## src/logic/cif_pkg.sv

```systemverilog
// Shared constants and types for the counting-input front end
package cif_pkg;
  // Clock rate and derived period
  localparam int unsigned CLK_HZ = 40_000_000;
  localparam int unsigned NS_PER_S = 1_000_000_000;
  localparam int unsigned CLK_PERIOD_NS = NS_PER_S / CLK_HZ;
  // Least pulse share of a period the filter tolerates
  localparam int unsigned DUTY_MIN_PCT = 40;
  localparam int unsigned PCT_FULL = 100;
  // Filter choices
  localparam int unsigned ENC_STEPS = 11;
  localparam int unsigned ENC_FREQ_HZ [ENC_STEPS] = '{100, 200, 500, 1_000, 2_000, 5_000, 10_000, 20_000,
                                                     50_000, 100_000, 200_000};
  localparam int unsigned AUX_STEPS = 9;
  localparam int unsigned AUX_TIME_NS [AUX_STEPS] = '{0, 50_000, 100_000, 400_000, 800_000, 1_600_000,
                                                     3_200_000, 12_800_000, 20_000_000};
  localparam int unsigned WIRE_BREAK_NS = 100_000;

  // Least pulse or pause time of a filter frequency
  function automatic int unsigned min_pulse_ns(input int unsigned freq_hz);
    return (NS_PER_S / PCT_FULL * DUTY_MIN_PCT) / freq_hz;
  endfunction : min_pulse_ns

  // Time to clock cycles, rounded up, at least one
  function automatic int unsigned cyc_ceil(input int unsigned ns);
    int unsigned c;
    c = (ns + CLK_PERIOD_NS - 1) / CLK_PERIOD_NS;
    return (c == 0) ? 1 : c;
  endfunction : cyc_ceil

  // Long counts, all but WIRE_BREAK_CYC overridable at the top
  localparam int unsigned ENC_CYC_100HZ = cyc_ceil(min_pulse_ns(ENC_FREQ_HZ[0]));
  localparam int unsigned ENC_CYC_200HZ = cyc_ceil(min_pulse_ns(ENC_FREQ_HZ[1]));
  localparam int unsigned ENC_CYC_500HZ = cyc_ceil(min_pulse_ns(ENC_FREQ_HZ[2]));
  localparam int unsigned ENC_CYC_1KHZ = cyc_ceil(min_pulse_ns(ENC_FREQ_HZ[3]));
  localparam int unsigned ENC_CYC_2KHZ = cyc_ceil(min_pulse_ns(ENC_FREQ_HZ[4]));
  localparam int unsigned AUX_CYC_400US = cyc_ceil(AUX_TIME_NS[3]);
  localparam int unsigned AUX_CYC_800US = cyc_ceil(AUX_TIME_NS[4]);
  localparam int unsigned AUX_CYC_1600US = cyc_ceil(AUX_TIME_NS[5]);
  localparam int unsigned AUX_CYC_3200US = cyc_ceil(AUX_TIME_NS[6]);
  localparam int unsigned AUX_CYC_12800US = cyc_ceil(AUX_TIME_NS[7]);
  localparam int unsigned AUX_CYC_20MS = cyc_ceil(AUX_TIME_NS[8]);
  localparam int unsigned WIRE_BREAK_CYC = cyc_ceil(WIRE_BREAK_NS);
  localparam int unsigned ENC_N_SLOW = 5;
  localparam int unsigned AUX_FIRST_SLOW = 3;
  localparam int unsigned CNT_W = 20;

  // Selector fields
  localparam int unsigned SEL_W = 4;
  localparam logic [SEL_W-1:0] ENC_SEL_MAX = 4'hA;
  localparam logic [SEL_W-1:0] AUX_SEL_MAX = 4'h8;
  localparam logic [SEL_W-1:0] AUX_SEL_OFF = 4'h0;
  localparam logic [SEL_W-1:0] AUX_SEL_DEF = 4'h2;
  localparam int unsigned MODE_W = 3;

  // Config register layout
  localparam int unsigned CFG_MODE_LSB = 0;
  localparam int unsigned CFG_ENC_FILT_EN = 3;
  localparam int unsigned CFG_ENC_SEL_LSB = 4;
  localparam int unsigned CFG_AUX_SEL_LSB = 8;
  localparam int unsigned CFG_SW_DOWN = 12;
  localparam int unsigned CFG_OUT_AUTO_LSB = 13;
  localparam int unsigned CFG_OUT_SW_LSB = 15;
  localparam int unsigned CFG_GATE_EN = 17;
  localparam int unsigned CFG_SYNC_EN = 18;
  localparam int unsigned CFG_CAPT_EN = 19;
  localparam int unsigned CFG_WIRE_EN = 20;
  localparam int unsigned CFG_W = 21;
  localparam logic [CFG_W-1:0] CFG_RST = 21'h0_02A8;

  // Event and status layouts
  localparam int unsigned EV_WIRE = 0;
  localparam int unsigned EV_SUPPLY = 1;
  localparam int unsigned EV_ENC_SUP = 2;
  localparam int unsigned EV_ZERO = 3;
  localparam int unsigned EV_W = 4;
  localparam int unsigned ST_ENC_LSB = 0;
  localparam int unsigned ST_AUX_LSB = 3;
  localparam int unsigned ST_OUT_LSB = 6;
  localparam int unsigned ST_WIRE = 8;
  localparam int unsigned ST_SUPPLY = 9;
  localparam int unsigned ST_ENC_SUP = 10;

  // Synchroniser vector layout
  localparam int unsigned SY_ENC_LSB = 0;
  localparam int unsigned SY_AUX_LSB = 3;
  localparam int unsigned SY_SENSE_LSB = 6;
  localparam int unsigned SY_SUP_OK = 9;
  localparam int unsigned SY_SUP_FLT = 10;
  localparam int unsigned SYNC_W = 11;
  localparam logic [SYNC_W-1:0] SYNC_RST = 11'h200;

  // APB map
  localparam int unsigned ADDR_W = 8;
  localparam int unsigned DATA_W = 32;
  localparam logic [ADDR_W-1:0] REG_CONFIG = 8'h00;
  localparam logic [ADDR_W-1:0] REG_STATUS = 8'h04;
  localparam logic [ADDR_W-1:0] REG_EVENT = 8'h08;
  localparam logic [ADDR_W-1:0] REG_EV_CLEAR = 8'h0C;
  localparam logic [ADDR_W-1:0] REG_EV_ENABLE = 8'h10;

  // Encoder types
  typedef enum logic [MODE_W-1:0] {M_QUAD_N, M_QUAD, M_PULSE_DIR, M_PULSE, M_UP_DOWN} cif_mode_e;
endpackage : cif_pkg

```

## src/logic/cif_frontend.sv

```systemverilog
// Counting-input front end: pin filters, encoder decode, aux inputs, outputs, APB registers
// Notes on behaviour
// - Zero mark counts only in quadrature-with-mark mode, else ignored.
// - Plain pulse mode counts A edges, direction from a software bit.
// - Pulse-direction mode counts A edges, B level picks direction.
// - Up/down mode counts up on A, down on B.
// - Enabled encoder filter drops changes shorter than the minimum time.
// - Minimum time assumes duty between forty and sixty percent.
// - Eleven encoder filter steps, 100 Hz to 200 kHz, default 200 kHz.
// - Three aux inputs serve gate, synchronisation and capture.
// - Aux levels are always readable by software.
// - Aux filter off or 0.05 to 20 ms, default 0.1 ms.
// - Two outputs follow comparison results or software values.
// - Push-pull wire breaks on encoder inputs are detected and reported.
// - Missing supply and encoder supply fault are flagged.
//
// Our own choices: the placing of the registers and register access over APB.
`timescale 1ns/1ps
`default_nettype none
module cif_frontend #(
  parameter int unsigned ENC_CYC0 = cif_pkg::ENC_CYC_100HZ,
  parameter int unsigned ENC_CYC1 = cif_pkg::ENC_CYC_200HZ,
  parameter int unsigned ENC_CYC2 = cif_pkg::ENC_CYC_500HZ,
  parameter int unsigned ENC_CYC3 = cif_pkg::ENC_CYC_1KHZ,
  parameter int unsigned ENC_CYC4 = cif_pkg::ENC_CYC_2KHZ,
  parameter int unsigned AUX_CYC3 = cif_pkg::AUX_CYC_400US,
  parameter int unsigned AUX_CYC4 = cif_pkg::AUX_CYC_800US,
  parameter int unsigned AUX_CYC5 = cif_pkg::AUX_CYC_1600US,
  parameter int unsigned AUX_CYC6 = cif_pkg::AUX_CYC_3200US,
  parameter int unsigned AUX_CYC7 = cif_pkg::AUX_CYC_12800US,
  parameter int unsigned AUX_CYC8 = cif_pkg::AUX_CYC_20MS
) (
  input wire logic CLK,
  input wire logic RESET_N,
  input wire logic PSEL,
  input wire logic PENABLE,
  input wire logic PWRITE,
  input wire logic [cif_pkg::ADDR_W-1:0] PADDR,
  input wire logic [cif_pkg::DATA_W-1:0] PWDATA,
  output logic [cif_pkg::DATA_W-1:0] PRDATA,
  output logic PREADY,
  output logic PSLVERR,
  input wire logic ENC_A,
  input wire logic ENC_B,
  input wire logic ENC_N,
  input wire logic [2:0] ENC_LINE_SENSE,
  input wire logic AUX_INPUT_ZERO,
  input wire logic AUX_INPUT_ONE,
  input wire logic AUX_INPUT_TWO,
  input wire logic MAIN_SUPPLY_OK,
  input wire logic ENCODER_SUPPLY_OUTPUT_FAULT,
  input wire logic [1:0] CMP_MATCH,
  output logic COUNT_UP,
  output logic COUNT_DOWN,
  output logic ZERO_MARK,
  output logic GATE_LEVEL,
  output logic SYNC_PULSE,
  output logic CAPTURE_PULSE,
  output logic COMPARE_OUTPUT_ZERO,
  output logic COMPARE_OUTPUT_ONE,
  output logic IRQ
);
  import cif_pkg::*;

  localparam int unsigned ENC_SLOW [ENC_N_SLOW] = '{ENC_CYC0, ENC_CYC1, ENC_CYC2, ENC_CYC3, ENC_CYC4};
  localparam int unsigned AUX_SLOW [AUX_STEPS-AUX_FIRST_SLOW] = '{AUX_CYC3, AUX_CYC4, AUX_CYC5, AUX_CYC6,
                                                                  AUX_CYC7, AUX_CYC8};
  localparam logic [CNT_W-1:0] WIRE_LAST = CNT_W'(WIRE_BREAK_CYC - 1);

  logic [SYNC_W-1:0] sync1_q, sync2_q;
  logic [CFG_W-1:0] cfg_q;
  logic [EV_W-1:0] ev_q, ev_en_q, ev_set, ev_clr, ev_d;
  logic [2:0] enc_f, aux_f, enc_prev_q, aux_prev_q, wire_mask;
  logic [1:0] out_q;
  logic [SEL_W-1:0] enc_idx, aux_idx;
  logic [CNT_W-1:0] enc_tab [ENC_STEPS];
  logic [CNT_W-1:0] aux_tab [AUX_STEPS];
  logic [CNT_W-1:0] enc_limit, aux_limit, wire_cnt_q;
  logic [DATA_W-1:0] rdata_d, status;
  logic err_d, pready_q, acc, wr, wire_low, wire_fault_q;
  logic a_rise, b_rise, n_rise, a_chg, b_chg, up_d, dn_d, zero_d;
  cif_mode_e mode;

  // Two flip-flops on every encoder, aux, sense and supply pin before use
  always_ff @(posedge CLK or negedge RESET_N) begin
    if (!RESET_N) begin
      sync1_q <= SYNC_RST;
      sync2_q <= SYNC_RST;
    end else begin
      sync1_q <= {ENCODER_SUPPLY_OUTPUT_FAULT, MAIN_SUPPLY_OK, ENC_LINE_SENSE, AUX_INPUT_TWO, AUX_INPUT_ONE,
                  AUX_INPUT_ZERO, ENC_N, ENC_B, ENC_A};
      sync2_q <= sync1_q;
    end
  end

  // Configuration fields
  assign mode = cif_mode_e'(cfg_q[CFG_MODE_LSB +: MODE_W]);
  assign enc_idx = (cfg_q[CFG_ENC_SEL_LSB +: SEL_W] > ENC_SEL_MAX) ? ENC_SEL_MAX
                 : cfg_q[CFG_ENC_SEL_LSB +: SEL_W];
  assign aux_idx = (cfg_q[CFG_AUX_SEL_LSB +: SEL_W] > AUX_SEL_MAX) ? AUX_SEL_MAX
                 : cfg_q[CFG_AUX_SEL_LSB +: SEL_W];

  // limits from the 40 percent duty floor
  for (genvar i = 0; i < ENC_STEPS; i++) begin : g_enc_tab
    if (i < ENC_N_SLOW) begin : g_slow
      assign enc_tab[i] = CNT_W'(ENC_SLOW[i]);
    end else begin : g_fast
      assign enc_tab[i] = CNT_W'(cyc_ceil(min_pulse_ns(ENC_FREQ_HZ[i])));
    end
  end

  for (genvar i = 0; i < AUX_STEPS; i++) begin : g_aux_tab
    if (i < AUX_FIRST_SLOW) begin : g_fast
      assign aux_tab[i] = CNT_W'(cyc_ceil(AUX_TIME_NS[i]));
    end else begin : g_slow
      assign aux_tab[i] = CNT_W'(AUX_SLOW[i-AUX_FIRST_SLOW]);
    end
  end
  assign enc_limit = enc_tab[enc_idx];
  assign aux_limit = aux_tab[aux_idx];

  cif_glitch_filter #(.WIDTH(3), .CW(CNT_W)) u_enc_filt (
    .clk(CLK),
    .reset_n(RESET_N),
    .enable(cfg_q[CFG_ENC_FILT_EN]),
    .limit(enc_limit),
    .raw(sync2_q[SY_ENC_LSB +: 3]),
    .clean(enc_f)
  );

  cif_glitch_filter #(.WIDTH(3), .CW(CNT_W)) u_aux_filt (
    .clk(CLK),
    .reset_n(RESET_N),
    .enable(aux_idx != AUX_SEL_OFF),
    .limit(aux_limit),
    .raw(sync2_q[SY_AUX_LSB +: 3]),
    .clean(aux_f)
  );

  // Previous filtered levels for edge detection
  always_ff @(posedge CLK or negedge RESET_N) begin
    if (!RESET_N) begin
      enc_prev_q <= '0;
      aux_prev_q <= '0;
    end else begin
      enc_prev_q <= enc_f;
      aux_prev_q <= aux_f;
    end
  end
  assign a_rise = enc_f[0] && !enc_prev_q[0];
  assign b_rise = enc_f[1] && !enc_prev_q[1];
  assign n_rise = enc_f[2] && !enc_prev_q[2];
  assign a_chg = enc_f[0] ^ enc_prev_q[0];
  assign b_chg = enc_f[1] ^ enc_prev_q[1];

  // Encoder type decode into count strobes
  always_comb begin
    up_d = 1'b0;
    dn_d = 1'b0;
    zero_d = 1'b0;
    case (mode)
      M_QUAD_N, M_QUAD: begin
        // both tracks evaluated, double steps dropped
        if (a_chg ^ b_chg) begin
          up_d = enc_f[0] ^ enc_prev_q[1];
          dn_d = enc_f[1] ^ enc_prev_q[0];
        end
        // zero mark only with mark option
        zero_d = (mode == M_QUAD_N) && n_rise;
      end
      M_PULSE: begin
        up_d = a_rise && !cfg_q[CFG_SW_DOWN];
        dn_d = a_rise && cfg_q[CFG_SW_DOWN];
      end
      M_PULSE_DIR: begin
        up_d = a_rise && !enc_f[1];
        dn_d = a_rise && enc_f[1];
      end
      M_UP_DOWN: begin
        up_d = a_rise && !b_rise;
        dn_d = b_rise && !a_rise;
      end
      default: begin
        up_d = 1'b0;
      end
    endcase
  end

  // Registered count strobes
  always_ff @(posedge CLK or negedge RESET_N) begin
    if (!RESET_N) begin
      COUNT_UP <= 1'b0;
      COUNT_DOWN <= 1'b0;
      ZERO_MARK <= 1'b0;
    end else begin
      COUNT_UP <= up_d;
      COUNT_DOWN <= dn_d;
      ZERO_MARK <= zero_d;
    end
  end

  // gate, sync and capture roles of the aux inputs
  always_ff @(posedge CLK or negedge RESET_N) begin
    if (!RESET_N) begin
      GATE_LEVEL <= 1'b0;
      SYNC_PULSE <= 1'b0;
      CAPTURE_PULSE <= 1'b0;
    end else begin
      GATE_LEVEL <= cfg_q[CFG_GATE_EN] && aux_f[0];
      SYNC_PULSE <= cfg_q[CFG_SYNC_EN] && aux_f[1] && !aux_prev_q[1];
      CAPTURE_PULSE <= cfg_q[CFG_CAPT_EN] && aux_f[2] && !aux_prev_q[2];
    end
  end

  always_ff @(posedge CLK or negedge RESET_N) begin
    if (!RESET_N) begin
      out_q <= '0;
    end else begin
      for (int i = 0; i < 2; i++) begin
        out_q[i] <= cfg_q[CFG_OUT_AUTO_LSB+i] ? CMP_MATCH[i] : cfg_q[CFG_OUT_SW_LSB+i];
      end
    end
  end
  assign COMPARE_OUTPUT_ZERO = out_q[0];
  assign COMPARE_OUTPUT_ONE = out_q[1];

  // watch only the lines the encoder type uses
  assign wire_mask = {mode == M_QUAD_N, mode != M_PULSE, 1'b1} & {3{cfg_q[CFG_WIRE_EN]}};
  assign wire_low = |(wire_mask & ~sync2_q[SY_SENSE_LSB +: 3]);

  // break declared after a steady loss of line drive
  always_ff @(posedge CLK or negedge RESET_N) begin
    if (!RESET_N) begin
      wire_cnt_q <= '0;
      wire_fault_q <= 1'b0;
    end else begin
      wire_fault_q <= wire_low && (wire_cnt_q == WIRE_LAST);
      if (!wire_low) begin
        wire_cnt_q <= '0;
      end else if (wire_cnt_q != WIRE_LAST) begin
        wire_cnt_q <= wire_cnt_q + 1'b1;
      end
    end
  end

  // Sticky events, set wins over clear
  always_comb begin
    ev_set = '0;
    ev_set[EV_WIRE] = wire_fault_q;
    ev_set[EV_SUPPLY] = !sync2_q[SY_SUP_OK];
    ev_set[EV_ENC_SUP] = sync2_q[SY_SUP_FLT];
    ev_set[EV_ZERO] = zero_d;
    ev_clr = (wr && PADDR == REG_EV_CLEAR) ? PWDATA[EV_W-1:0] : '0;
    ev_d = (ev_q & ~ev_clr) | ev_set;
  end

  // Event and interrupt registers
  always_ff @(posedge CLK or negedge RESET_N) begin
    if (!RESET_N) begin
      ev_q <= '0;
      IRQ <= 1'b0;
    end else begin
      ev_q <= ev_d;
      IRQ <= |(ev_d & ev_en_q);
    end
  end

  // Live status word
  always_comb begin
    status = '0;
    status[ST_ENC_LSB +: 3] = enc_f;
    status[ST_AUX_LSB +: 3] = aux_f;
    status[ST_OUT_LSB +: 2] = out_q;
    status[ST_WIRE] = wire_fault_q;
    status[ST_SUPPLY] = !sync2_q[SY_SUP_OK];
    status[ST_ENC_SUP] = sync2_q[SY_SUP_FLT];
  end

  // APB: one wait state, commit on the ready edge
  assign acc = PSEL && PENABLE && !pready_q;
  assign wr = PSEL && PENABLE && pready_q && PWRITE;

  // Read data and error decode
  always_comb begin
    rdata_d = '0;
    err_d = 1'b0;
    case (PADDR)
      REG_CONFIG: rdata_d[CFG_W-1:0] = cfg_q;
      REG_STATUS: rdata_d = status;
      REG_EVENT: rdata_d[EV_W-1:0] = ev_q;
      REG_EV_CLEAR: rdata_d = '0;
      REG_EV_ENABLE: rdata_d[EV_W-1:0] = ev_en_q;
      default: err_d = 1'b1;
    endcase
  end

  // Bus answer registers
  always_ff @(posedge CLK or negedge RESET_N) begin
    if (!RESET_N) begin
      pready_q <= 1'b0;
      PSLVERR <= 1'b0;
      PRDATA <= '0;
    end else begin
      pready_q <= acc;
      PSLVERR <= acc && err_d;
      if (acc && !PWRITE) begin
        PRDATA <= rdata_d;
      end
    end
  end
  assign PREADY = pready_q;

  // Writable registers
  always_ff @(posedge CLK or negedge RESET_N) begin
    if (!RESET_N) begin
      cfg_q <= CFG_RST;
      ev_en_q <= '0;
    end else if (wr) begin
      if (PADDR == REG_CONFIG) begin
        cfg_q <= PWDATA[CFG_W-1:0];
      end
      if (PADDR == REG_EV_ENABLE) begin
        ev_en_q <= PWDATA[EV_W-1:0];
      end
    end
  end
endmodule : cif_frontend
`default_nettype wire

```

## src/logic/cif_glitch_filter.sv

```systemverilog
// Per-bit glitch filter with a run-time length
`timescale 1ns/1ps
`default_nettype none
module cif_glitch_filter #(
  parameter int unsigned WIDTH = 3,
  parameter int unsigned CW = 20
) (
  input wire logic clk,
  input wire logic reset_n,
  input wire logic enable,
  input wire logic [CW-1:0] limit,
  input wire logic [WIDTH-1:0] raw,
  output logic [WIDTH-1:0] clean
);
  logic [CW-1:0] cnt_q [WIDTH];

  // Output follows a level only after it held limit cycles
  always_ff @(posedge clk or negedge reset_n) begin
    if (!reset_n) begin
      for (int i = 0; i < WIDTH; i++) begin
        cnt_q[i] <= '0;
      end
      clean <= '0;
    end else begin
      for (int i = 0; i < WIDTH; i++) begin
        if (!enable) begin
          clean[i] <= raw[i];
          cnt_q[i] <= '0;
        end else if (raw[i] == clean[i]) begin
          cnt_q[i] <= '0;
        end else if (cnt_q[i] + 1'b1 >= limit) begin
          clean[i] <= raw[i];
          cnt_q[i] <= '0;
        end else begin
          cnt_q[i] <= cnt_q[i] + 1'b1;
        end
      end
    end
  end
endmodule : cif_glitch_filter
`default_nettype wire

```

## config.mk

```make
export PLATFORM = sky130hd
export DESIGN_NAME = cif_frontend
export DESIGN_NICKNAME = d
export VERILOG_FILES = /design/src/logic/cif_pkg.sv /design/src/logic/cif_frontend.sv /design/src/logic/cif_glitch_filter.sv
export SDC_FILE = /design/constraint.sdc
export NUM_CORES = 1
export LEC_CHECK = 0
export ABC_CLOCK_PERIOD_IN_PS = 4500
export BUFFER_PORTS_ARGS = -buffer_cell sky130_fd_sc_hd__buf_2
export CAP_MARGIN = 40
export CORE_UTILIZATION = 55
export CTS_BUF_LIST = sky130_fd_sc_hd__clkbuf_4 sky130_fd_sc_hd__clkbuf_8 sky130_fd_sc_hd__clkbuf_16
export DETAILED_ROUTE_END_ITERATION = 12
export GPL_TIMING_DRIVEN = 0
export HOLD_SLACK_MARGIN = 0.1
export PLACE_DENSITY = 0.8
export SLEW_MARGIN = 20
export SYNTH_ARGS = -nofsm -noshare
export SYNTH_HDL_FRONTEND = slang
export SYNTH_SLANG_ARGS = --single-unit
export TNS_END_PERCENT = 30
```

## constraint.sdc

```tcl
create_clock -name CLK -period 4.5 [get_ports CLK]
set_input_delay 0 -clock CLK [delete_from_list [all_inputs] [get_ports CLK]]
set_output_delay 0 -clock CLK [all_outputs]
set_load 0.02 [all_outputs]
```

==> metrics <==
Post-route DRC=0; initial antenna violation count=0; Post-synth EDFFs=0; IO Count=101; Initial DRC Count=739; post-CTS setup buffers=0; grt total ovfl=0; mean area per synthesized cell=10.13 sq um; filler cell count=1722; Hold Vio Cnt, Final=0; Final Cycle Share=92.93%; most common cell after layout, fill and taps aside=dfrtp_1; critical path arrival=roughly 4.7 ns; CTS H-tree lvls=1; Yosys cell types=73; Via Count=10270; crit path kind=reg2reg; GRT busiest layer=met2; Leak=0.007558 uW; post-synthesis cell count=1288; drt first pass iters=5; Synth area leader=dfrtp_1; crit path cell chain=clkbuf_1 > a21oi_1 > inv_1 > ha_1 > nand2_1 > nor2_1 > a21oi_1 > ha_1 > nand3_1 > nor2_1 > a221oi_1 > o211ai_1 > a41oi_2 > clkbuf_1 > nand2_1 > nor2_1; core region area=~23000 sq um; Num CTS Buffers=26; Post-synth ARST share=100.0%; status=completed; Final min period=~4.2 ns; CP endpoint kind=flip-flop; routed vias/inst=5.714; met1 Use GR=between 30% and 40%; max-slew violation count=0; hpwl dp=around 22000 um; met3 usage=3.667%; CTS tree=built; Total GRT Usage=26.51%; input/output buffers=76; Area Growth Syn to Fin=18.85%; share of layout cells above drive strength 1=13.67%; CP bufs+invs=3; Post-layout nets=1629; commonest cells after routing, fill and taps aside=dfrtp_1, nor2_1, nand2_1; synthesized area=13040 sq um; top area cells in the synthesized netlist=dfrtp_1, ha_1, xor2_1; Yosys warning total=0; Antenna Cells=0; Synth top area share=43.94%; post-route cell area=approximately 16000 sq um; WHS=about 0.11 ns; first-pass GRT wire length=51210 um; largest net degree at the start of global routing=97; CTS Sinks=235; Avg WL per Cell=~18 um; Final setup viols=0; Hold Crit Class=in2reg; Clock Tree Buf Depth=3; Max-Cap Viols=0; Cell Area, Placed=around 14000 sq um; sequential fraction of the synthesis area=45.15%; crit start category=flip-flop; Clock transition at path regs=0.06 ns; ANT nets after route=0; FP Rows=55; final WL=between 30000 and 40000 um; synthesized flop and latch total=235; worst slew pin tran=0.8440 ns; Main synth FF type=dfrtp_1; Largest delay share family, worst path=compound AO/OA/AOI/OAI gates; setup_tns=0 ns; Die Wd=around 160 um; met2 Usage GRT=44.77%; critical-path maximum fanout=10; peak supply drop=0.3000 mV; Most Frequent Cell on Critical Path=nor2_1; critical path's largest stage delay=0.53 ns; Rel. slew slack=43.30%; slowest CP cell=a21oi_1; RSZ-0062 raised after global routing=false; Root Driver=clkbuf_16; final clock skew=0.03195 ns; die height=156.0 um; pwr/cell area=between 300 and 400 nW/um^2; RD Place Congestion=0.8615; worst-skew pair later-pin latency=around 0.56 ns; Worst Path Required=4.98 ns; vias in the first global route=10270; Max Clk Rate=roughly 240 MHz; die area=24330 sq um; Starting Density=56.92%
[cell families after synthesis]
| group | count (synthesis) | share of synthesized area [%] |
|---|---|---|
| buffers and inverters | 78 | 2.782 |
| DFF | 235 | 45.15 |
| and+or+nand+nor | 553 | 22.21 |
| adders and majority gates | 105 | 10.07 |
| muxes | 38 | 3.204 |
| other | 1 | 0.02875 |
| xor gates and xnor gates | 124 | 8.432 |
| AOI/OAI and AO/OA | 154 | 8.126 |
[worst register-to-register path, delay by kind of cell, from the launching register on]
| family | cells | cell delay (ns) |
|---|---|---|
| flip-flops | 1 | 0.44 |
| AO/OA/AOI/OAI | 5 | 1.83 |
| buffers and inverters | 3 | 0.75 |
| adder cells (fa/ha/maj) | 2 | 0.60 |
| AND/OR/NAND/NOR | 6 | 0.52 |
[layout make-up]
class,count,area (sq um),area share [%]
timing repair buffer,134,1012,6.530
buffer,44,235.2,1.517
clock buffer,33,728.2,4.698
clock inverter,14,254.0,1.639
inverter,34,127.6,0.8233
tap,313,391.6,2.526
sequential,235,5888,37.99
multi-input combinational,991,6864,44.28
[per-layer routing]
layer  up-vias  wire, um
li1       4872         -
met5         -         0
met4         0       930
met1      5050     13690
met2       287     15200
met3        65      1654
[flip-flops by register name, indices dropped and copies added, names as in the netlist, 2 cells and up]
name / count
enc_prev_q: 3
u_enc_filt.cnt_q: 60
u_enc_filt.clean: 3
u_aux_filt.clean: 3
sync2_q: 11
u_aux_filt.cnt_q: 60
sync1_q: 11
out_q: 2
PRDATA: 21
ev_q: 4
wire_cnt_q: 20
cfg_q: 21
ev_en_q: 4
aux_prev_q: 2
[per-stage QoR]
step | setup slack [ns] | utilization [%] | total power, uW | std cells
2_1_floorplan | 0.8526 | - | 2412 | 1304
4_1_cts | 0.2564 | 67.46 | 4986 | 1794
3_5_place_dp | 0.2496 | 60.83 | 2557 | 1695
6_report | 0.3182 | 67.64 | 4972 | 1798
3_3_place_gp | -0.6645 | 60.55 | 2542 | 1693
5_1_grt | 0.07795 | 67.64 | 5133 | 1798
[Yosys cell counts (25+ instances only)]
library cell  number
dfrtp_1          229
nor2_1           120
nand2_1          112
ha_1             105
nor2b_1           81
nand3_1           66
xor2_1            62
xnor2_1           61
and3_1            40
a21oi_1           37
inv_1             34
nand4_1           31
mux2_2            30
nor3_1            28
o21ai_0           28
clkbuf_1          25
[path summary, 6_finish.rpt]
path	depth (start not counted)	endpoint	slack, ns	start
hold reg to reg	0	sync2_q[1]$_DFF_PN0_	0.34	sync1_q[1]$_DFF_PN0_
hold / removal	2	sync1_q[5]$_DFF_PN0_	0.11	AUX_INPUT_TWO
max in group asynchronous	5	sync1_q[9]$_DFF_PN1_	3.04	RESET_N
min in group asynchronous	4	u_enc_filt.clean[1]$_DFFE_PN0P_	0.57	RESET_N
setup / recovery	16	u_enc_filt.cnt_q[43]$_DFF_PN0_	0.32	cfg_q[6]$_DFFE_PN0P_
setup reg to reg	16	u_enc_filt.cnt_q[43]$_DFF_PN0_	0.32	cfg_q[6]$_DFFE_PN0P_
[power breakdown]
group	switching, uW	total [uW]	internal, uW
clock	910	2410	1500
combinational	203	338	135
sequential	57.8	2230	2170
[repair_timing]
item,in CTS,in global routing
gates resized for setup,0,2
endpoints found under the setup margin,0,9
endpoints found under the hold margin,205,0
hold buffers,52,0
(Power assumes the default switching activity.)
